===== src/common/nvram_host_pkg.sv =====
// Constants for the host controller of a byte-wide nonvolatile SRAM with clock.
// Assumes a 100 MHz system clock; all times are counted in that clock.
package nvram_host_pkg;
    localparam int ADDR_W = 15;
    localparam int DATA_W = 8;
    localparam int ARRAY_BYTES = 32768;
    localparam int CLOCK_REGS = 16;
    localparam int CLK_PERIOD_NS = 10;
    // Access phase times in ns; least times, so counts round up
    localparam int SETUP_NS = 10;
    localparam int STROBE_NS = 50;
    localparam int HOLD_NS = 10;
    localparam int SETUP_CYC = (SETUP_NS + CLK_PERIOD_NS - 1) / CLK_PERIOD_NS;
    localparam int STROBE_CYC = (STROBE_NS + CLK_PERIOD_NS - 1) / CLK_PERIOD_NS;
    localparam int HOLD_CYC = (HOLD_NS + CLK_PERIOD_NS - 1) / CLK_PERIOD_NS;
    // Low pulse driven on the save/busy pin to request a save
    localparam int SAVE_REQ_NS = 100;
    localparam int SAVE_REQ_CYC = (SAVE_REQ_NS + CLK_PERIOD_NS - 1) / CLK_PERIOD_NS;
    localparam logic [7:0] CNT_RST = 8'h00;
    localparam logic [7:0] DATA_RST = 8'h00;
    typedef enum logic {OP_READ, OP_WRITE} op_t;
endpackage : nvram_host_pkg


===== src/nvram_host.sv =====
// Host controller driving the pins of a byte-wide nonvolatile SRAM with clock.
// Assumes the device pins are wired one to one; data_lines and save_busy_n
// are resolved by the surrounding wiring from the _oe_n enables.
// Contract
// - Data moves both ways over one 8-bit bus.
// - Chip select low selects the device; high means it ignores the bus.
// - With write enable low, the byte is written at chip-select rise.
// - Pulling save/busy low from outside starts a save.
`timescale 1ns/100ps
module nvram_host #(
    parameter int ADDR_W = nvram_host_pkg::ADDR_W,
    parameter int DATA_W = nvram_host_pkg::DATA_W
) (
    input wire logic clk_i,
    input wire logic nrst_i,
    // User request side
    input wire logic req_valid_i,
    output logic req_ready_o,
    input wire logic req_write_i,
    input wire logic [ADDR_W-1:0] req_addr_i,
    input wire logic [DATA_W-1:0] req_wdata_i,
    output logic rsp_valid_o,
    output logic [DATA_W-1:0] rsp_rdata_o,
    input wire logic save_req_i,
    output logic save_ack_o,
    output logic dev_busy_o,
    input wire logic irq_high_mode_i,
    output logic irq_o,
    // Device pins
    output logic [ADDR_W-1:0] byte_address_lines_o,
    output logic chip_sel_n_o,
    output logic write_en_n_o,
    output logic out_en_n_o,
    input wire logic [DATA_W-1:0] data_lines_i,
    output logic [DATA_W-1:0] data_lines_o,
    output logic data_lines_oe_n_o,
    input wire logic save_busy_n_i,
    output logic save_busy_n_o,
    output logic save_busy_oe_n_o,
    input wire logic int_pin_i
);
    typedef enum logic [2:0] {S_IDLE, S_SETUP, S_STROBE, S_HOLD, S_SAVE} state_t;
    typedef struct packed {
        state_t state;
        nvram_host_pkg::op_t op;
        logic [ADDR_W-1:0] addr;
        logic [DATA_W-1:0] wdata;
        logic [DATA_W-1:0] rdata;
        logic [7:0] cnt;
        logic rsp;
        logic ack;
        logic cs_n;
        logic we_n;
        logic oe_n;
        logic drv_n;
        logic save_drv_n;
    } host_t;
    host_t st_r;
    host_t st_nxt;

    logic busy_lvl_n;
    logic int_lvl;

    // Reset to busy: no request is taken until the pin has been seen high,
    // so a restore still running when reset lifts is never cut into.
    pin_sync #(.RST_VAL(1'b0)) u_busy_sync (
        .clk_i(clk_i),
        .nrst_i(nrst_i),
        .pin_i(save_busy_n_i),
        .level_o(busy_lvl_n)
    );

    pin_sync #(.RST_VAL(1'b0)) u_int_sync (
        .clk_i(clk_i),
        .nrst_i(nrst_i),
        .pin_i(int_pin_i),
        .level_o(int_lvl)
    );

    // Read data is only sampled after the strobe settled, so one bank of
    // synchronisers per bit is cheaper than a handshake on the whole byte.
    logic [DATA_W-1:0] rd_lvl;
    genvar gi;
    generate
        for (gi = 0; gi < DATA_W; gi++) begin : g_rd
            pin_sync #(.RST_VAL(1'b0)) u_rd_sync (
                .clk_i(clk_i),
                .nrst_i(nrst_i),
                .pin_i(data_lines_i[gi]),
                .level_o(rd_lvl[gi])
            );
        end
    endgenerate

    localparam logic [7:0] SETUP_CNT = 8'(nvram_host_pkg::SETUP_CYC);
    // Strobe also covers the synchroniser delay for read data
    localparam logic [7:0] STROBE_CNT = 8'(nvram_host_pkg::STROBE_CYC + 4);
    localparam logic [7:0] HOLD_CNT = 8'(nvram_host_pkg::HOLD_CYC);
    localparam logic [7:0] SAVE_CNT = 8'(nvram_host_pkg::SAVE_REQ_CYC);

    always_comb begin
        st_nxt = st_r;
        st_nxt.rsp = 1'b0;
        st_nxt.ack = 1'b0;
        unique case (st_r.state)
            S_IDLE: begin
                st_nxt.cnt = nvram_host_pkg::CNT_RST;
                // Device busy saving or restoring: hold off all accesses
                if (busy_lvl_n) begin
                    if (save_req_i) begin
                        st_nxt.state = S_SAVE;
                        st_nxt.save_drv_n = 1'b0;
                    end else if (req_valid_i) begin
                        st_nxt.state = S_SETUP;
                        st_nxt.op = req_write_i ? nvram_host_pkg::OP_WRITE
                                                : nvram_host_pkg::OP_READ;
                        st_nxt.addr = req_addr_i;
                        st_nxt.wdata = req_wdata_i;
                        st_nxt.we_n = ~req_write_i;
                        st_nxt.drv_n = ~req_write_i;
                    end
                end
            end
            S_SETUP: begin
                st_nxt.cnt = st_r.cnt + 8'h01;
                if (st_r.cnt + 8'h01 >= SETUP_CNT) begin
                    st_nxt.cnt = nvram_host_pkg::CNT_RST;
                    st_nxt.state = S_STROBE;
                    // Address and write enable settle before select falls
                    st_nxt.cs_n = 1'b0;
                    st_nxt.oe_n = (st_r.op == nvram_host_pkg::OP_WRITE);
                end
            end
            S_STROBE: begin
                st_nxt.cnt = st_r.cnt + 8'h01;
                if (st_r.cnt + 8'h01 >= STROBE_CNT) begin
                    st_nxt.cnt = nvram_host_pkg::CNT_RST;
                    st_nxt.state = S_HOLD;
                    st_nxt.cs_n = 1'b1;
                    st_nxt.oe_n = 1'b1;
                    if (st_r.op == nvram_host_pkg::OP_READ) begin
                        st_nxt.rdata = rd_lvl;
                    end
                end
            end
            S_HOLD: begin
                st_nxt.cnt = st_r.cnt + 8'h01;
                if (st_r.cnt + 8'h01 >= HOLD_CNT) begin
                    st_nxt.cnt = nvram_host_pkg::CNT_RST;
                    st_nxt.state = S_IDLE;
                    st_nxt.we_n = 1'b1;
                    st_nxt.drv_n = 1'b1;
                    st_nxt.rsp = 1'b1;
                end
            end
            S_SAVE: begin
                st_nxt.cnt = st_r.cnt + 8'h01;
                if (st_r.cnt + 8'h01 >= SAVE_CNT) begin
                    st_nxt.cnt = nvram_host_pkg::CNT_RST;
                    // Release; the pull-up and the device's busy drive take over
                    st_nxt.save_drv_n = 1'b1;
                    st_nxt.ack = 1'b1;
                    st_nxt.state = S_IDLE;
                end
            end
            default: begin
                // Unused codes fall back to idle with every strobe released
                st_nxt.state = S_IDLE;
                st_nxt.cs_n = 1'b1;
                st_nxt.oe_n = 1'b1;
                st_nxt.we_n = 1'b1;
                st_nxt.drv_n = 1'b1;
                st_nxt.save_drv_n = 1'b1;
            end
        endcase
    end

    always_ff @(posedge clk_i or negedge nrst_i) begin
        if (!nrst_i) begin
            st_r.state <= S_IDLE;
            st_r.op <= nvram_host_pkg::OP_READ;
            st_r.addr <= '0;
            st_r.wdata <= nvram_host_pkg::DATA_RST;
            st_r.rdata <= nvram_host_pkg::DATA_RST;
            st_r.cnt <= nvram_host_pkg::CNT_RST;
            st_r.rsp <= 1'b0;
            st_r.ack <= 1'b0;
            st_r.cs_n <= 1'b1;
            st_r.we_n <= 1'b1;
            st_r.oe_n <= 1'b1;
            st_r.drv_n <= 1'b1;
            st_r.save_drv_n <= 1'b1;
        end else begin
            st_r <= st_nxt;
        end
    end

    assign req_ready_o = (st_r.state == S_IDLE) && busy_lvl_n && !save_req_i;
    assign rsp_valid_o = st_r.rsp;
    assign rsp_rdata_o = st_r.rdata;
    assign save_ack_o = st_r.ack;
    assign dev_busy_o = ~busy_lvl_n;
    // Interrupt source and polarity are programmed in the device; host
    // only needs to know which level means asserted.
    assign irq_o = irq_high_mode_i ? int_lvl : ~int_lvl;
    assign byte_address_lines_o = st_r.addr;
    assign chip_sel_n_o = st_r.cs_n;
    assign write_en_n_o = st_r.we_n;
    assign out_en_n_o = st_r.oe_n;
    assign data_lines_o = st_r.wdata;
    assign data_lines_oe_n_o = st_r.drv_n;
    assign save_busy_n_o = 1'b0;
    assign save_busy_oe_n_o = st_r.save_drv_n;
endmodule : nvram_host


===== src/pin_sync.sv =====
// Three-flop synchroniser for one pin; output changes once stages two and three agree.
// Assumes the pin is asynchronous to clk_i.
`timescale 1ns/100ps
module pin_sync #(
    parameter logic RST_VAL = 1'b1
) (
    input wire logic clk_i,
    input wire logic nrst_i,
    input wire logic pin_i,
    output logic level_o
);
    typedef struct packed {
        logic s1;
        logic s2;
        logic s3;
        logic lvl;
    } sync_t;
    sync_t st_r;
    sync_t st_nxt;

    always_comb begin
        st_nxt = st_r;
        st_nxt.s1 = pin_i;
        st_nxt.s2 = st_r.s1;
        st_nxt.s3 = st_r.s2;
        if (st_r.s2 == st_r.s3) begin
            st_nxt.lvl = st_r.s3;
        end
    end

    always_ff @(posedge clk_i or negedge nrst_i) begin
        if (!nrst_i) begin
            st_r <= {RST_VAL, RST_VAL, RST_VAL, RST_VAL};
        end else begin
            st_r <= st_nxt;
        end
    end

    assign level_o = st_r.lvl;
endmodule : pin_sync


===== config.mk =====
export PLATFORM = sky130hd
export DESIGN_NAME = nvram_host
export DESIGN_NICKNAME = d
export VERILOG_FILES = /design/src/common/nvram_host_pkg.sv /design/src/nvram_host.sv /design/src/pin_sync.sv
export SDC_FILE = /design/constraint.sdc
export NUM_CORES = 1
export LEC_CHECK = 0
export ABC_AREA = 0
export BUFFER_PORTS_ARGS = -buffer_cell sky130_fd_sc_hd__buf_2
export CORE_UTILIZATION = 44
export DETAILED_ROUTE_END_ITERATION = 8
export GPL_ROUTABILITY_DRIVEN = 0
export PLACE_DENSITY_LB_ADDON = 0.3
export SYNTH_ARGS = -nofsm -noshare
export SYNTH_HDL_FRONTEND = slang
export SYNTH_SLANG_ARGS = --single-unit

===== constraint.sdc =====
create_clock -name clk_i -period 4.78 [get_ports clk_i]
set_input_delay 0.478 -clock clk_i [delete_from_list [all_inputs] [get_ports clk_i]]
set_output_delay 0.478 -clock clk_i [all_outputs]
set_load 0.02 [all_outputs]

==> results.yml <==
critical_path:
  critPathArrivalTime_ps: 2790
  worst_setup_path_start_kind: "flip-flop"
  path_max_fanout: 25
  setup.worst_path.end_class: "flip-flop"
  path_class: "flip-flop to flip-flop"
  worstPathRequired_ps: 5020
cts:
  cts_buffers: 9
  cts_hold_buf: 0
  clockBufferDepth: 2
  h-tree-depth: 3
  cts_tree: "built"
  root_buffer: "clkbuf_8"
  cts.sinks: 89
  cts_setup_buffers: 0
  insertion_delay_ps: 350
  cts_resized: 0
  cts.clk_slew.worst_paths_ps: 90
drt:
  wl_met3_um: 439
  dr.pass1.iters: 6
  ant_nets: 0
  drt_iter0_drc: 131
  highest_layer: "met4"
  vias: 2197
  route.met2.wl_um: 2910
  wl_um: 6140
  drc: 0
  wl_per_cell_um: 14.0
  vias_per_cell: 5.02
  wl_met1_um: 2710
yosys:
  syn_area_per_cell_um2: 13.3
  netlist_top_cells_area: "dfrtp_1 (57%), mux2_2 (9.7%), buf_4 (6.9%)"
  synth_top_area_cell: "dfrtp_1"
  ys.flop_type: "dfrtp_1"
  synth_edf_count: 0
  yosysWarnings: 0
  synth_commonest_cells: "dfrtp_1 (85), buf_4 (34), mux2_2 (32), nor2_1 (13), nand2_1 (12)"
  syn_nets: 322
  synth_top_area_share_pct: 57.3
  ys_async_sr_fraction_pct: 100
  synth_seq_cells: 89
  syn_inst: 280
  seq_area_frac_synth_pct: 60.1
  syn_area_um2: 3710
  synthMostInstantiatedCell: "dfrtp_1"
  ys_types: 48
grt:
  first_global_vias: 2086
  grt_pass1_wl_um: 9800
  grt.overflow.total: 0
  grt_max_degree: 58
  antenna_found_initial: 0
  grtUsageTotal_pct: 14.9
floorplan:
  die_y_um: 93.9
  dieArea_um2: 8810
  coreArea_um2: 8180
  row_count: 33
  start_util_pct: 45.4
  io_pins: 81
  chipWidth_um: 93.9
sta:
  hold_ws_ps: 172
  worst_pin_slew_ps: 1030
  slew_violations: 0
  fin_crit_ps: 2540
  timing.final.crit_share_pct: 53.2
  rsz0062_at_grt: "no"
  fin_worst_skew_ps: 14.7
  slew_headroom_pct: 30.9
  setup_tns_ps: 0
  setup_slack_ps: 2240
  hold_violations: 0
  fmax_ghz: 0.393
  setup_viol: 0
power_and_ir_drop:
  seqPwrFrac_pct: 46.1
  swShare_pct: 35.6
  vdd_ir_drop_max_v: 0.000309
  power_frac_clock_pct: 22.8
  power_density_nw_per_um2: 555
  power_leakage_nw: 1.96
  intPower_w: 0.00148
  power_switching_w: 0.000814
  combPwrFrac_pct: 31.2
final_layout:
  diodes: 0
  layout.nets: 371
  area_growth_syn_to_layout_pct: 11.1
  final_area_um2: 4130
  layout-drive-gt1-share_pct: 42.0
placed_design:
  port_buffers: 79
  pre_cts_slack_ps: 2230
  dp_hpwl_um: 4230
  place_area_um2: 3930
job:
  maxCapViolations: 0
status:
  status: "completed"
hold_path:
  holdCritPathClass: "input pin to asynchronous set/reset pin"
==> logic make-up (layout without fill, tap and decap cells) <==
family	count (synthesis)	in the layout	synth area share, %
flops	89	89	60.1
simple gates	56	56	7.88
buf+inv	50	103	9.57
compound gates	35	35	7.65
mux	33	33	10.3
fa+ha+maj	13	13	3.71
xor+xnor	3	3	0.707
other cells	1	1	0.101
==> flip-flops by register name, summed over array words and instances (netlist names) <==
name,flops
g_rd.u_rd_sync.st_r,8
save_ack_o,1
save_busy_oe_n_o,1
chip_sel_n_o,1
u_busy_sync.level_o,1
u_busy_sync.st_r,1
rsp_rdata_o,8
st_r,12
g_rd.u_rd_sync.level_o,8
data_lines_o,8
g_rd.u_rd_sync.st_nxt,16
out_en_n_o,1
u_int_sync.st_r,1
byte_address_lines_o,15
u_int_sync.level_o,1
write_en_n_o,1
u_busy_sync.st_nxt,2
rsp_valid_o,1
u_int_sync.st_nxt,2
==> layout by cell type, fill, tap and decap left out, types with 4 or more instances in the layout <==
master and count:
maj3_1 10, mux2_2 32, dfrtp_1 85, a21oi_1 7
o21ai_0 6, dfstp_2 4, clkbuf_8 10, buf_2 78
nand3_1 7, and3_1 4, nand2_1 12, inv_1 8
nor2_1 13
==> per-stage QoR <==
step                std cells  power, W  utilization (%)
CTS                       438   0.00231             50.5
global route              438   0.00243             50.5
finish                    438   0.00229             50.5
floorplan                 280   0.00171                -
detailed placement        423   0.00178             48.0
global placement          423   0.00176             48.0
==> routing by layer <==
| metal | vias up | track usage [%] |
|---|---|---|
| li1 | 1029 | - |
| met1 | 1082 | 19.2 |
| met3 | 8 | 6.07 |
| met5 | - | 0 |
| met4 | 0 | 6.28 |
| met2 | 78 | 22.3 |
==> worst max-delay path, cell delays in order, from the launching register on <==
cell and delay, ps:
dfrtp_1 540, nor2_1 320, nor4b_2 370, nand2_1 680, mux2_2 530
==> worst paths after layout <==
check                                             from                           to  slack [ps]  cells after the start
min in group clk_i                     data_lines_i[7]  g_rd[7].u_rd_sync.st_nxt[2]         230                      1
setup / recovery                              st_r[49]      byte_address_lines_o[0]        2240                      4
max in group asynchronous                       nrst_i     byte_address_lines_o[10]        3730                      2
hold reg to reg            g_rd[2].u_rd_sync.st_nxt[2]  g_rd[2].u_rd_sync.st_nxt[1]         350                      0
hold / removal                                  nrst_i           u_int_sync.st_r[1]         170                      1
setup reg to reg                              st_r[49]      byte_address_lines_o[0]        2240                      4
==> power groups by stage <==
stage | Combinational [W] | Clock (W) | Sequential (W)
2_1_floorplan | 0.000672 | 0 | 0.00104
4_1_cts | 0.000717 | 0.000542 | 0.00105
3_3_place_gp | 0.000702 | 0 | 0.00106
5_1_grt | 0.000774 | 0.000574 | 0.00108
6_report | 0.000713 | 0.000521 | 0.00105
3_5_place_dp | 0.000715 | 0 | 0.00107
==> layout make-up <==
class | instances | area (um^2)
clock buffer | 10 | 138
clock inverter | 5 | 62.6
fill | 744 | 4050
inverter | 8 | 30.0
multi-input combinational | 141 | 1130
sequential | 89 | 2230
tap | 105 | 131
timing repair buffer | 80 | 405
Note: power is estimated with default switching activity, not from simulation.
